**src/hw/itp_pkg.sv**
```systemverilog
// ****************************************
// Table port constants
// ****************************************
package itp_pkg;
   // ****************************************
   // Widths
   // ****************************************
   localparam int CFG_ADDR_W = 7;
   localparam int BYTE_W = 8;
   localparam int WORD_W = 16;
   localparam int TADDR_W = 14;
   localparam int SEL_W = 4;
   localparam int CODE_W = 2;
   localparam int HI_ADDR_W = 6;
   localparam int FIFO_DEPTH = 8;
   localparam int REQ_W = 1 + CODE_W + CODE_W + TADDR_W + WORD_W;

   // ****************************************
   // Register offsets
   // ****************************************
   localparam logic [CFG_ADDR_W-1:0] REG_SELECT = 7'h03;
   localparam logic [CFG_ADDR_W-1:0] REG_ADDR_HI = 7'h04;
   localparam logic [CFG_ADDR_W-1:0] REG_ADDR_LO = 7'h05;
   localparam logic [CFG_ADDR_W-1:0] REG_DATA = 7'h06;

   // ****************************************
   // Field positions
   // ****************************************
   localparam int SEL_TYPE_LSB = 0;
   localparam int SEL_COL_LSB = 2;
   localparam int DIR_BIT = 6;
   localparam int LO_ADDR_W = 8;

   // ****************************************
   // Codes
   // ****************************************
   localparam logic [CODE_W-1:0] TYPE_OFFSET = 2'h0;
   localparam logic [CODE_W-1:0] TYPE_GAIN = 2'h1;
   localparam logic [CODE_W-1:0] TYPE_GAMMA = 2'h2;
   localparam logic [CODE_W-1:0] TYPE_UNDEF = 2'h3;
   localparam logic [CODE_W-1:0] COL_RED = 2'h0;
   localparam logic [CODE_W-1:0] COL_GREEN = 2'h1;
   localparam logic [CODE_W-1:0] COL_BLUE = 2'h2;
   localparam logic [CODE_W-1:0] COL_UNDEF = 2'h3;

   // ****************************************
   // Limits and reset values
   // ****************************************
   localparam logic [TADDR_W-1:0] GAMMA_LAST = 14'h0ffd;
   localparam logic [TADDR_W-1:0] COEF_LAST = 14'h3fff;
   localparam logic [WORD_W-1:0] GAMMA_MASK = 16'h0fff;
   localparam logic [SEL_W-1:0] SEL_RST = 4'h0;
   localparam logic [TADDR_W-1:0] ADDR_RST = 14'h0000;
   localparam logic [BYTE_W-1:0] BYTE_ZERO = 8'h00;
   localparam logic [WORD_W-1:0] WORD_ZERO = 16'h0000;

   // ****************************************
   // Prefetch states
   // ****************************************
   typedef enum logic [1:0] {
      ITP_PF_IDLE = 2'b00,
      ITP_PF_ISSUE = 2'b01,
      ITP_PF_WAIT = 2'b10,
      ITP_PF_READY = 2'b11
   } itp_pf_state_t;
endpackage

```
**src/hw/itp_fifo.sv**
```systemverilog
`timescale 1ns/1ns
// ****************************************
// Request FIFO
// ****************************************
module itp_fifo #(
   parameter int WIDTH = 35,
   parameter int DEPTH = 8
) (
   // Clock and reset
   input wire logic clk,
   input wire logic rstn,
   // Fill side
   input wire logic in_valid,
   output logic in_ready,
   input wire logic [WIDTH-1:0] in_data,
   // Drain side
   output logic out_valid,
   input wire logic out_ready,
   output logic [WIDTH-1:0] out_data
);
   localparam int PTR_W = $clog2(DEPTH);

   if (DEPTH < 2 || (1 << PTR_W) != DEPTH || WIDTH < 1) begin : g_param_chk
      $error("itp_fifo: DEPTH must be a power of two of at least 2");
   end

   logic [WIDTH-1:0] mem_ff [DEPTH];
   logic [PTR_W-1:0] wr_ptr_ff;
   logic [PTR_W-1:0] rd_ptr_ff;
   logic [PTR_W:0] count_ff;
   logic push;
   logic pop;

   assign in_ready = (count_ff != (PTR_W+1)'(DEPTH));
   assign out_valid = (count_ff != '0);
   assign out_data = mem_ff[rd_ptr_ff];
   assign push = in_valid & in_ready;
   assign pop = out_valid & out_ready;

   always_ff @(posedge clk) begin
      if (push) begin
         mem_ff[wr_ptr_ff] <= in_data;
      end
   end

   always_ff @(posedge clk or negedge rstn) begin
      if (!rstn) begin
         wr_ptr_ff <= '0;
         rd_ptr_ff <= '0;
         count_ff <= '0;
      end else begin
         if (push) begin
            wr_ptr_ff <= wr_ptr_ff + 1'b1;
         end
         if (pop) begin
            rd_ptr_ff <= rd_ptr_ff + 1'b1;
         end
         if (push && !pop) begin
            count_ff <= count_ff + 1'b1;
         end else if (pop && !push) begin
            count_ff <= count_ff - 1'b1;
         end
      end
   end
endmodule // itp_fifo

```
**src/hw/itp_table_port.sv**
```systemverilog
`timescale 1ns/1ns
// Operation
// - Select register bits 1:0 pick table: offset, gain, gamma; code 3 undefined.
// - Select register bits 3:2 pick colour: red, green, blue; code 3 undefined.
// - Fourteen-bit word address: high bits at register 4, low byte at 5.
// - Bit 6 of register 4 sets direction; read direction starts a prefetch.
// - Word address advances by one after each complete two-byte word.
// - Gamma addresses run 0 to 4093 and then wrap to 0.
// - Gain and offset addresses run 0 to 16383 and then wrap to 0.
// - Eight-bit data register at 6 moves sequential bytes of the table.
// - Coefficient words: first byte bits 15:8, second byte bits 7:0.
// - Gamma words: first byte four zeros over bits 11:8, second bits 7:0.
// - Host writes a register address once, then any number of data accesses.
// - Port registers 3 to 6 take writes while idle, no soft reset needed.
module itp_table_port #(
   parameter int FIFO_DEPTH = itp_pkg::FIFO_DEPTH
) (
   // Clock and reset
   input wire logic clk,
   input wire logic rstn,
   // Configuration register protocol
   input wire logic cfg_addr_we,
   input wire logic [itp_pkg::CFG_ADDR_W-1:0] cfg_addr,
   input wire logic cfg_data_we,
   input wire logic [itp_pkg::BYTE_W-1:0] cfg_wdata,
   input wire logic cfg_data_re,
   output logic cfg_ready,
   output logic cfg_rvalid,
   output logic [itp_pkg::BYTE_W-1:0] cfg_rdata,
   // Table memory requests
   output logic mem_req_valid,
   input wire logic mem_req_ready,
   output logic mem_req_write,
   output logic [itp_pkg::CODE_W-1:0] mem_req_type,
   output logic [itp_pkg::CODE_W-1:0] mem_req_colour,
   output logic [itp_pkg::TADDR_W-1:0] mem_req_addr,
   output logic [itp_pkg::WORD_W-1:0] mem_req_wdata,
   // Table memory read answers
   input wire logic mem_rsp_valid,
   input wire logic [itp_pkg::WORD_W-1:0] mem_rsp_data
);
   if (FIFO_DEPTH < 2) begin : g_depth_chk
      $error("itp_table_port: FIFO_DEPTH must be at least 2");
   end

   // ****************************************
   // Functions
   // ****************************************
   function automatic logic [itp_pkg::TADDR_W-1:0] next_addr(
      input logic [itp_pkg::TADDR_W-1:0] cur,
      input logic gamma
   );
      logic [itp_pkg::TADDR_W-1:0] last;
      last = gamma ? itp_pkg::GAMMA_LAST : itp_pkg::COEF_LAST;
      if (cur >= last) begin
         next_addr = itp_pkg::ADDR_RST;
      end else begin
         next_addr = cur + 1'b1;
      end
   endfunction

   function automatic logic [itp_pkg::WORD_W-1:0] fmt_word(
      input logic [itp_pkg::WORD_W-1:0] raw,
      input logic gamma
   );
      fmt_word = gamma ? (raw & itp_pkg::GAMMA_MASK) : raw;
   endfunction

   // ****************************************
   // Declarations
   // ****************************************
   logic [itp_pkg::CFG_ADDR_W-1:0] cfg_ptr_ff;
   logic [itp_pkg::SEL_W-1:0] sel_ff;
   logic dir_ff;
   logic [itp_pkg::TADDR_W-1:0] addr_ff;
   logic byte_ph_ff;
   logic [itp_pkg::BYTE_W-1:0] hi_byte_ff;
   itp_pkg::itp_pf_state_t pf_state_ff;
   itp_pkg::itp_pf_state_t nxt_pf_state;
   logic pf_stale_ff;
   logic [itp_pkg::WORD_W-1:0] pf_word_ff;
   logic rd_pend_ff;
   logic cfg_rvalid_ff;
   logic [itp_pkg::BYTE_W-1:0] cfg_rdata_ff;
   logic [itp_pkg::BYTE_W-1:0] nxt_rdata;
   logic [itp_pkg::CODE_W-1:0] sel_type;
   logic [itp_pkg::CODE_W-1:0] sel_col;
   logic sel_ok;
   logic is_gamma;
   logic wr_take;
   logic rd_take;
   logic wr_sel;
   logic wr_hi;
   logic wr_lo;
   logic port_wr;
   logic commit;
   logic port_rd;
   logic rd_serve;
   logic consume;
   logic restart;
   logic pf_want;
   logic push_rd;
   logic fifo_in_valid;
   logic fifo_in_ready;
   logic [itp_pkg::REQ_W-1:0] fifo_in_data;
   logic [itp_pkg::REQ_W-1:0] fifo_out_data;
   logic [itp_pkg::WORD_W-1:0] cur_word;
   logic [itp_pkg::WORD_W-1:0] wr_word;
   logic [itp_pkg::TADDR_W-1:0] req_addr;

   // ****************************************
   // Decode
   // ****************************************
   assign sel_type = sel_ff[itp_pkg::SEL_TYPE_LSB +: itp_pkg::CODE_W];
   assign sel_col = sel_ff[itp_pkg::SEL_COL_LSB +: itp_pkg::CODE_W];
   assign sel_ok = (sel_type != itp_pkg::TYPE_UNDEF) && (sel_col != itp_pkg::COL_UNDEF);
   assign is_gamma = (sel_type == itp_pkg::TYPE_GAMMA);

   assign cfg_ready = !rd_pend_ff && fifo_in_ready;
   assign wr_take = cfg_data_we && cfg_ready;
   assign rd_take = cfg_data_re && cfg_ready;

   // Writes to 3..6 accepted only while cfg_ready: no read pending and request FIFO not full
   assign wr_sel = wr_take && (cfg_ptr_ff == itp_pkg::REG_SELECT);
   assign wr_hi = wr_take && (cfg_ptr_ff == itp_pkg::REG_ADDR_HI);
   assign wr_lo = wr_take && (cfg_ptr_ff == itp_pkg::REG_ADDR_LO);
   assign port_wr = wr_take && (cfg_ptr_ff == itp_pkg::REG_DATA) && sel_ok && !dir_ff;
   assign commit = port_wr && byte_ph_ff;

   assign port_rd = rd_take && (cfg_ptr_ff == itp_pkg::REG_DATA) && sel_ok && dir_ff;
   assign rd_serve = (port_rd || rd_pend_ff) && (pf_state_ff == itp_pkg::ITP_PF_READY);
   assign consume = rd_serve && byte_ph_ff;

   assign restart = wr_sel || wr_hi || wr_lo || consume;
   assign pf_want = dir_ff && sel_ok;
   assign push_rd = (pf_state_ff == itp_pkg::ITP_PF_ISSUE) && pf_want && !commit;

   assign cur_word = fmt_word(pf_word_ff, is_gamma);
   assign wr_word = fmt_word({hi_byte_ff, cfg_wdata}, is_gamma);

   // ****************************************
   // Register address pointer
   // ****************************************
   always_ff @(posedge clk or negedge rstn) begin
      if (!rstn) begin
         cfg_ptr_ff <= '0;
      end else if (cfg_addr_we) begin
         cfg_ptr_ff <= cfg_addr;
      end
   end

   // ****************************************
   // Select and direction
   // ****************************************
   always_ff @(posedge clk or negedge rstn) begin
      if (!rstn) begin
         sel_ff <= itp_pkg::SEL_RST;
      end else if (wr_sel) begin
         sel_ff <= cfg_wdata[itp_pkg::SEL_W-1:0];
      end
   end

   always_ff @(posedge clk or negedge rstn) begin
      if (!rstn) begin
         dir_ff <= 1'b0;
      end else if (wr_hi) begin
         dir_ff <= cfg_wdata[itp_pkg::DIR_BIT];
      end
   end

   // ****************************************
   // Word address counter
   // ****************************************
   always_ff @(posedge clk or negedge rstn) begin
      if (!rstn) begin
         addr_ff <= itp_pkg::ADDR_RST;
      end else if (wr_hi) begin
         addr_ff[itp_pkg::TADDR_W-1:itp_pkg::LO_ADDR_W] <= cfg_wdata[itp_pkg::HI_ADDR_W-1:0];
      end else if (wr_lo) begin
         addr_ff[itp_pkg::LO_ADDR_W-1:0] <= cfg_wdata;
      end else if (commit || consume) begin
         addr_ff <= next_addr(addr_ff, is_gamma);
      end
   end

   // ****************************************
   // Byte phase and held first byte
   // ****************************************
   always_ff @(posedge clk or negedge rstn) begin
      if (!rstn) begin
         byte_ph_ff <= 1'b0;
      end else if (wr_sel || wr_hi || wr_lo) begin
         byte_ph_ff <= 1'b0;
      end else if (port_wr || rd_serve) begin
         byte_ph_ff <= !byte_ph_ff;
      end
   end

   always_ff @(posedge clk or negedge rstn) begin
      if (!rstn) begin
         hi_byte_ff <= itp_pkg::BYTE_ZERO;
      end else if (port_wr && !byte_ph_ff) begin
         hi_byte_ff <= cfg_wdata;
      end
   end

   // ****************************************
   // Prefetch sequencer
   // ****************************************
   always_comb begin
      nxt_pf_state = pf_state_ff;
      case (pf_state_ff)
         itp_pkg::ITP_PF_IDLE: begin
            if (restart) begin
               nxt_pf_state = itp_pkg::ITP_PF_ISSUE;
            end
         end
         itp_pkg::ITP_PF_ISSUE: begin
            if (!pf_want) begin
               nxt_pf_state = itp_pkg::ITP_PF_IDLE;
            end else if (push_rd && fifo_in_ready) begin
               nxt_pf_state = itp_pkg::ITP_PF_WAIT;
            end
         end
         itp_pkg::ITP_PF_WAIT: begin
            if (mem_rsp_valid) begin
               if (pf_stale_ff || restart) begin
                  nxt_pf_state = itp_pkg::ITP_PF_ISSUE;
               end else begin
                  nxt_pf_state = itp_pkg::ITP_PF_READY;
               end
            end
         end
         itp_pkg::ITP_PF_READY: begin
            if (restart) begin
               nxt_pf_state = itp_pkg::ITP_PF_ISSUE;
            end
         end
         default: begin
            nxt_pf_state = itp_pkg::ITP_PF_IDLE;
         end
      endcase
   end

   always_ff @(posedge clk or negedge rstn) begin
      if (!rstn) begin
         pf_state_ff <= itp_pkg::ITP_PF_IDLE;
      end else begin
         pf_state_ff <= nxt_pf_state;
      end
   end

   // Answer to a read that was issued before the address changed is dropped
   always_ff @(posedge clk or negedge rstn) begin
      if (!rstn) begin
         pf_stale_ff <= 1'b0;
      end else if (pf_state_ff == itp_pkg::ITP_PF_WAIT && mem_rsp_valid) begin
         pf_stale_ff <= 1'b0;
      end else if (restart && (pf_state_ff == itp_pkg::ITP_PF_WAIT || (push_rd && fifo_in_ready))) begin
         pf_stale_ff <= 1'b1;
      end
   end

   always_ff @(posedge clk or negedge rstn) begin
      if (!rstn) begin
         pf_word_ff <= itp_pkg::WORD_ZERO;
      end else if (pf_state_ff == itp_pkg::ITP_PF_WAIT && mem_rsp_valid) begin
         pf_word_ff <= mem_rsp_data;
      end
   end

   // ****************************************
   // Read answers
   // ****************************************
   always_ff @(posedge clk or negedge rstn) begin
      if (!rstn) begin
         rd_pend_ff <= 1'b0;
      end else if (rd_serve) begin
         rd_pend_ff <= 1'b0;
      end else if (port_rd) begin
         rd_pend_ff <= 1'b1;
      end
   end

   always_comb begin
      nxt_rdata = itp_pkg::BYTE_ZERO;
      case (cfg_ptr_ff)
         itp_pkg::REG_SELECT: begin
            nxt_rdata = {{(itp_pkg::BYTE_W-itp_pkg::SEL_W){1'b0}}, sel_ff};
         end
         itp_pkg::REG_ADDR_HI: begin
            nxt_rdata = {1'b0, dir_ff, addr_ff[itp_pkg::TADDR_W-1:itp_pkg::LO_ADDR_W]};
         end
         itp_pkg::REG_ADDR_LO: begin
            nxt_rdata = addr_ff[itp_pkg::LO_ADDR_W-1:0];
         end
         itp_pkg::REG_DATA: begin
            if (rd_serve) begin
               nxt_rdata = byte_ph_ff ? cur_word[itp_pkg::BYTE_W-1:0] :
                  cur_word[itp_pkg::WORD_W-1:itp_pkg::BYTE_W];
            end else begin
               nxt_rdata = itp_pkg::BYTE_ZERO;
            end
         end
         default: begin
            nxt_rdata = itp_pkg::BYTE_ZERO;
         end
      endcase
   end

   always_ff @(posedge clk or negedge rstn) begin
      if (!rstn) begin
         cfg_rvalid_ff <= 1'b0;
         cfg_rdata_ff <= itp_pkg::BYTE_ZERO;
      end else begin
         cfg_rvalid_ff <= (rd_take && !port_rd) || rd_serve;
         if ((rd_take && !port_rd) || rd_serve) begin
            cfg_rdata_ff <= nxt_rdata;
         end
      end
   end

   assign cfg_rvalid = cfg_rvalid_ff;
   assign cfg_rdata = cfg_rdata_ff;

   // ****************************************
   // Request FIFO towards table memory
   // ****************************************
   // Gamma address past the top of its table goes to entry 0
   assign req_addr = (is_gamma && (addr_ff > itp_pkg::GAMMA_LAST)) ? itp_pkg::ADDR_RST : addr_ff;
   assign fifo_in_valid = commit || push_rd;
   assign fifo_in_data = commit ?
      {1'b1, sel_type, sel_col, req_addr, wr_word} :
      {1'b0, sel_type, sel_col, req_addr, itp_pkg::WORD_ZERO};

   itp_fifo #(
      .WIDTH(itp_pkg::REQ_W),
      .DEPTH(FIFO_DEPTH)
   ) u_req_fifo (
      .clk(clk),
      .rstn(rstn),
      .in_valid(fifo_in_valid),
      .in_ready(fifo_in_ready),
      .in_data(fifo_in_data),
      .out_valid(mem_req_valid),
      .out_ready(mem_req_ready),
      .out_data(fifo_out_data)
   );

   assign mem_req_write = fifo_out_data[itp_pkg::REQ_W-1];
   assign mem_req_type = fifo_out_data[itp_pkg::REQ_W-2 -: itp_pkg::CODE_W];
   assign mem_req_colour = fifo_out_data[itp_pkg::REQ_W-2-itp_pkg::CODE_W -: itp_pkg::CODE_W];
   assign mem_req_addr = fifo_out_data[itp_pkg::WORD_W +: itp_pkg::TADDR_W];
   assign mem_req_wdata = fifo_out_data[itp_pkg::WORD_W-1:0];
endmodule // itp_table_port

```
**config.mk**
```make
export PLATFORM = sky130hd
export DESIGN_NAME = itp_table_port
export DESIGN_NICKNAME = d
export VERILOG_FILES = /design/src/hw/itp_pkg.sv /design/src/hw/itp_fifo.sv /design/src/hw/itp_table_port.sv
export SDC_FILE = /design/constraint.sdc
export NUM_CORES = 1
export LEC_CHECK = 0
export ABC_AREA = 1
export BUFFER_PORTS_ARGS = -buffer_cell sky130_fd_sc_hd__buf_2
export CORE_ASPECT_RATIO = 1.2
export CORE_UTILIZATION = 45
export DETAILED_ROUTE_END_ITERATION = 10
export PLACE_DENSITY_LB_ADDON = 0.08
export SLEW_MARGIN = 20
export SYNTH_ARGS = -nofsm -noshare
export SYNTH_HDL_FRONTEND = slang
export SYNTH_SLANG_ARGS = --single-unit
export TNS_END_PERCENT = 1
```
**constraint.sdc**
```tcl
create_clock -name clk -period 4.7 [get_ports clk]
set_clock_uncertainty 0.15 [all_clocks]
set_input_delay 0.47 -clock clk [delete_from_list [all_inputs] [get_ports clk]]
set_output_delay 0.47 -clock clk [all_outputs]
set_load 0.01 [all_outputs]
```
=== After elaboration in Yosys (flattened, before gate mapping) ===
Memories as Yosys holds them, arrays and structs flattened.
Cells that the tools add are included.

* Register bits after elaboration: 74
* Memory bits (writable): 280
* Bits of input ports: 38
* Memories: 1

* Add/subtract/negate cells: 5
* Order comparisons: 2
* Eq/ne operators: 15
* Mux-type cells: 29
* Bitwise logic cells: 3
* Reductions and logical operators: 56

{| class="wikitable"
|+ Memory list
! memory !! words !! width !! rd ports !! clocked after Yosys merged registers in !! write ports !! RTL line !! source
|-
| u_req_fifo.mem_ff || 8 || 35 || 1 || 0 || 1 || itp_fifo.sv:27 || <nowiki>logic [WIDTH-1:0] mem_ff [DEPTH];</nowiki>
|}

{| class="wikitable"
|+ Operators by type and width
! cell !! count
|-
| 14-bit two-way mux || 4
|-
| 35-bit two-way mux || 1
|-
| 16-bit two-way mux || 2
|-
| 8-bit one-hot mux with 4 select lines || 1
|-
| 1-bit logical AND || 27
|-
| 8-bit two-way mux || 3
|-
| 7-bit by 3-bit equality test with 1-bit output (second input constant) || 3
|-
| 14-bit by 1-bit adder with 14-bit output (second input constant) || 1
|-
| 14-bit greater-or-equal comparator || 1
|-
| 14-bit by 12-bit greater-than comparator with 1-bit output (second input constant) || 1
|-
| 6-bit two-way mux || 2
|-
| 2-bit nonzero test || 6
|-
| 1-bit logical OR || 10
|-
| 2-bit two-way mux || 5
|-
| 1-bit two-way mux || 8
|-
| 4-bit two-way mux || 2
|-
| 2-bit inequality test (second input constant) || 4
|-
| 7-bit by 2-bit equality test with 1-bit output (second input constant) || 1
|-
| 1-bit zero test || 7
|-
| 3-bit by 1-bit adder with 3-bit output (second input constant) || 2
|-
| 2-bit equality test (second input constant) || 3
|-
| 2-bit one-hot mux with 3 select lines || 1
|-
| 4-bit by 1-bit adder with 4-bit output (second input constant) || 1
|-
| 4-bit inequality test (second input constant) || 1
|-
| 11 further kinds || 13
|}

=== Longest topological paths before layout ===
* Depth after elaboration: 15
* Mapped depth: 16
* Gate-level depth less buffers: 16

=== Hierarchy ===
A second synthesis with hierarchy kept.

* Cell total of the unflattened synthesis: 1,528
* Area, all modules: 15,487.4 um2

{| class="wikitable"
|+ By module, submodules not included
! module !! times used !! cells an instance !! area each (um2) !! seq. area each (um2)
|-
| itp_fifo || 1 || 1,011 || 11,702.5 || 8,658.3
|-
| itp_table_port || 1 || 517 || 3,784.9 || 1,601.5
|}

=== Worst setup path before layout ===
No wires, ideal clock.

* Path type: register to register
* Start point: reg sel_ff[0] in the netlist's numbering
* End point: mem u_req_fifo.mem_ff[0][0], enable pin
* Library setup time: 0.427 ns
* Arrival time: 2.853 ns
* Data required time: 4.123 ns
* Slack: 1.270 ns
* Stages on the path, launching flop included: 11
* Path buffers: 0
* Path through: dfrtp_1 nand2_1 nand3_1 inv_1 nand2_1 nor2_1 inv_1 nand2_2 inv_2 or2_1 nor2_1

* Cells in the longest elaborated chain, start to end: 11

{| class="wikitable"
|+ RTL lines
! element !! RTL line !! source
|-
| start: declaration || itp_table_port.sv:73 || <nowiki>logic [itp_pkg::SEL_W-1:0] sel_ff;</nowiki>
|-
| start signal: assignment || itp_table_port.sv:157 || <nowiki>sel_ff <= itp_pkg::SEL_RST;</nowiki>
|-
| start signal: assignment || itp_table_port.sv:159 || <nowiki>sel_ff <= cfg_wdata[itp_pkg::SEL_W-1:0];</nowiki>
|-
| 2-bit inequality test * || itp_table_port.sv:116 || <nowiki>assign sel_ok = (sel_type != itp_pkg::TYPE_UNDEF) && (sel_col != itp_pkg::COL_UNDEF);</nowiki>
|-
| 1-bit logical AND * || itp_table_port.sv:116 ||
|-
| 1-bit logical AND (2 in series) || itp_table_port.sv:127 || <nowiki>assign port_wr = wr_take && (cfg_ptr_ff == itp_pkg::REG_DATA) && sel_ok && !dir_ff;</nowiki>
|-
| 1-bit logical AND || itp_table_port.sv:128 || <nowiki>assign commit = port_wr && byte_ph_ff;</nowiki>
|-
| 1-bit zero test || itp_table_port.sv:136 || <nowiki>assign push_rd = (pf_state_ff == itp_pkg::ITP_PF_ISSUE) && pf_want && !commit;</nowiki>
|-
| 1-bit logical AND || itp_table_port.sv:136 ||
|-
| 1-bit logical OR * || itp_table_port.sv:331 || <nowiki>assign fifo_in_valid = commit || push_rd;</nowiki>
|-
| 1-bit AND * || itp_fifo.sv:37 || <nowiki>assign push = in_valid & in_ready;</nowiki>
|-
| net u_req_fifo.push || itp_fifo.sv:31 || <nowiki>logic push;</nowiki>
|-
| 1-bit two-way mux * || itp_fifo.sv:41 || <nowiki>if (push) begin</nowiki>
|-
| 1-bit two-way mux (not written as such) * || itp_fifo.sv:42 || <nowiki>mem_ff[wr_ptr_ff] <= in_data;</nowiki>
|-
| end: declaration || itp_fifo.sv:27 ||
|}

Mark *: on every way through the listed nets, which the timed path passes. The rest lies on a longest branch.

=== Final worst setup path ===
* Start point: reg u_req_fifo.rd_ptr_ff[0]
* End point: out mem_req_type[1] in the netlist's numbering

* Cells in the longest elaborated chain, start to end: 1

{| class="wikitable"
|+ RTL lines
! element !! RTL line !! source
|-
| start: declaration || itp_fifo.sv:29 || <nowiki>logic [PTR_W-1:0] rd_ptr_ff;</nowiki>
|-
| start signal: assignment || itp_fifo.sv:56 || <nowiki>rd_ptr_ff <= rd_ptr_ff + 1'b1;</nowiki>
|-
| memory read 8 x 35 bit || n/a ||
|-
| end: declaration || itp_table_port.sv:34 || <nowiki>output logic [itp_pkg::CODE_W-1:0] mem_req_type,</nowiki>
|}

No other way between the ends.

==> results.py <==
metrics = {
    "sta": {
        "hold_viol": 0,
        "min_period_ns": 3.85,
        "hold_ws_ns": 0.0198,
        "max_freq_ghz": 0.260,
        "rsz0062_at_grt": "no",
        "relSlewSlack_pct": 28.5,
        "max_slew.worst_pin.slew_ns": 1.07,
        "tns_ns": 0,
        "slew_viol_final": 0,
        "setup_viol": 0,
        "fin_crit_sh_pct": 81.8,
    },
    "clocking": {
        "post_cts_buffers": 0,
        "cts.sinks": 354,
        "cts-root-buf": "clkbuf_16",
        "htreeDepth": 2,
        "numCtsBuffers": 37,
        "cts_hold_buf": 18,
        "path_clk_slew_ns": 0.06,
        "cts_resized": 0,
        "cts_tree": "done",
        "cts_buffer_depth": 3,
        "insertion_delay_ns": 0.53,
    },
    "floorplanning": {
        "die_width_um": 169,
        "die_area_mm2": 0.0343,
        "core.rowCount": 73,
        "core_mm2": 0.0331,
        "start_util_pct": 45.7,
        "ios": 84,
        "die_h_um": 203,
    },
    "synthesis": {
        "avgSynthCellArea_um2": 10.9,
        "synth_cell_types": 37,
        "synthesis.nets": 1435,
        "synth_commonest_cells": "nor2_1, edfxtp_1, o21ai_0",
        "yosysSeqAreaShare_pct": 67.9,
        "syn_area_mm2": 0.0151,
        "synthTopCellsByArea": "edfxtp_1, dfrtp_1, nor2_1",
        "synth_top_area_share_pct": 55.6,
        "yosysWarnings": 0,
        "ys.flop_type": "edfxtp_1",
        "yosysMostFrequentCell": "nor2_1",
        "synthArstFlopShare_pct": 20.9,
        "yosysTopAreaCell": "edfxtp_1",
        "synth_seq_cells": 354,
        "synth_edf_count": 280,
        "syn_inst": 1381,
    },
    "finish": {
        "fin_nets": 1533,
        "area_growth_pct": 15.0,
        "instances_no_fill": 1955,
        "drive_above_1_share_pct": 14.4,
        "num_antenna_cells": 0,
    },
    "critical_path": {
        "crit_family": "buffers and inverters",
        "arrival_ns": 3.23,
        "path_max_fanout": 98,
        "crit_buf_inv": 2,
        "startpoint_type": "flip-flop",
        "criticalPathCategory": "flip-flop to output pin",
        "cp-end-kind": "output pin",
        "cpPeakStageDelay_ns": 0.87,
        "worst_path_max_delay_cell": "buf_4",
        "worstPathCellList": "buf_4 -> o21ai_0 -> o22ai_1 -> nor2_1 -> a31oi_1 -> buf_2",
        "cp.required_ns": 4.08,
    },
    "placement": {
        "port-buffer-count": 83,
        "dp_hpwl_um": 21200,
        "dp_cells": 1872,
        "gp_congestion": 0.876,
    },
    "run": {
        "drv_cap": 0,
    },
    "routing": {
        "wl_um": 36000,
        "ant_nets": 0,
        "drtIter0Drc": 621,
        "drc": 0,
        "drtPass1Iterations": 5,
        "num_vias": 10132,
        "post_drt_wl_per_cell_um": 18.4,
        "via_per_inst": 5.18,
    },
    "global_routing": {
        "grt_pass1_wl_um": 57000,
        "grt_overflow": 0,
        "antenna_found_initial": 0,
        "grt_pass1_vias": 10105,
        "grt.total_usage_pct": 21.6,
        "grt_max_degree": 99,
    },
    "power": {
        "peakVddDrop_mv": 0.300,
        "power.total_w": 0.00932,
        "power.leakage_nw": 6.89,
        "power_density_mw_per_mm2": 536,
    },
    "hold_path": {
        "min-delay-path-class": "primary input to flip-flop",
    },
    "outcome": {
        "status": "completed",
    },
}
metal layers:
metal / share of wire, % / vias up / track usage (%)
li1: - / 4951 / -
met1: 45 / 4920 / 29.1
met2: 49 / 216 / 36.6
met3: 4.2 / 45 / 2.96
met4: 1.8 / 0 / 6.21
met5: 0 / - / 0
final cells by class:
type	count	area [um^2]
inverters	93	350
flip-flops and latches	354	10300
multi-input cells	873	4300
well taps	450	563
clock inverters	18	156
clock buffers	47	995
fillers	2991	15700
repair buffers	120	757
cells in the final DEF (no fill, tap or decap), types with 23 or more instances in the layout:
cell type / n
nor2_1: 294
edfxtp_1: 280
o21ai_0: 189
nand2_1: 176
inv_1: 82
buf_2: 82
dfrtp_1: 72
o22ai_1: 44
clkbuf_16: 38
a31oi_1: 36
nand3_1: 23
report_power, final:
| part | switching [W] | total (W) | internal (W) |
|---|---|---|---|
| Sequential | 0.000191 | 0.00372 | 0.00353 |
| Clock | 0.00119 | 0.00280 | 0.00162 |
| Combinational | 0.00183 | 0.00280 | 0.000971 |
| Total | 0.00321 | 0.00932 | 0.00612 |
cells by family after synthesis:
logic type | share of synthesized area, %
compound gates | 10.9
xor+xnor | 0.695
fa+ha+maj | 1.37
buf+inv | 4.05
flops | 67.9
mux | 0.149
simple gates | 14.9
per-stage QoR:
| step | util (%) | setup slack (ns) | instance area (um^2) |
|---|---|---|---|
| floorplan | - | 1.27 | 15100 |
| global placement | 48.6 | 1.43 | 16100 |
| detailed placement | 48.6 | 1.37 | 16100 |
| CTS | 52.6 | 0.789 | 17400 |
| global route | 52.6 | 0.597 | 17400 |
| finish | 52.6 | 0.853 | 17400 |
worst min-delay path: cells and delay by family:
family,cells,cell delay [ns]
compound gates,1,0.06
buf+inv,1,0.08
simple gates,1,0.04
flip-flops by register name, summed over array words and instances (netlist names):
register / flops
addr_ff: 14
byte_ph_ff: 1
cfg_ptr_ff: 7
cfg_rdata: 8
cfg_rvalid: 1
dir_ff: 1
hi_byte_ff: 8
pf_stale_ff: 1
pf_state_ff: 2
pf_word_ff: 16
rd_pend_ff: 1
sel_ff: 4
u_req_fifo.count_ff: 4
u_req_fifo.mem_ff: 280
u_req_fifo.rd_ptr_ff: 3
u_req_fifo.wr_ptr_ff: 3
final timing paths:
kind	from	endpoint	slack (ns)	depth (start not counted)
worst min-delay path	mem_rsp_data[6]	pf_word_ff[6]	0.02	3
max in group asynchronous	rstn	u_req_fifo.rd_ptr_ff[0]	3.45	2
worst max register to register	sel_ff[1]	u_req_fifo.mem_ff[2][26]	1.54	11
min in group asynchronous	rstn	cfg_rdata[1]	0.39	2
worst min register to register	pf_word_ff[0]	pf_word_ff[0]	0.33	2
worst max-delay path	u_req_fifo.rd_ptr_ff[0]	mem_req_type[1]	0.85	6
No activity file was read; power rests on OpenSTA's default activity.
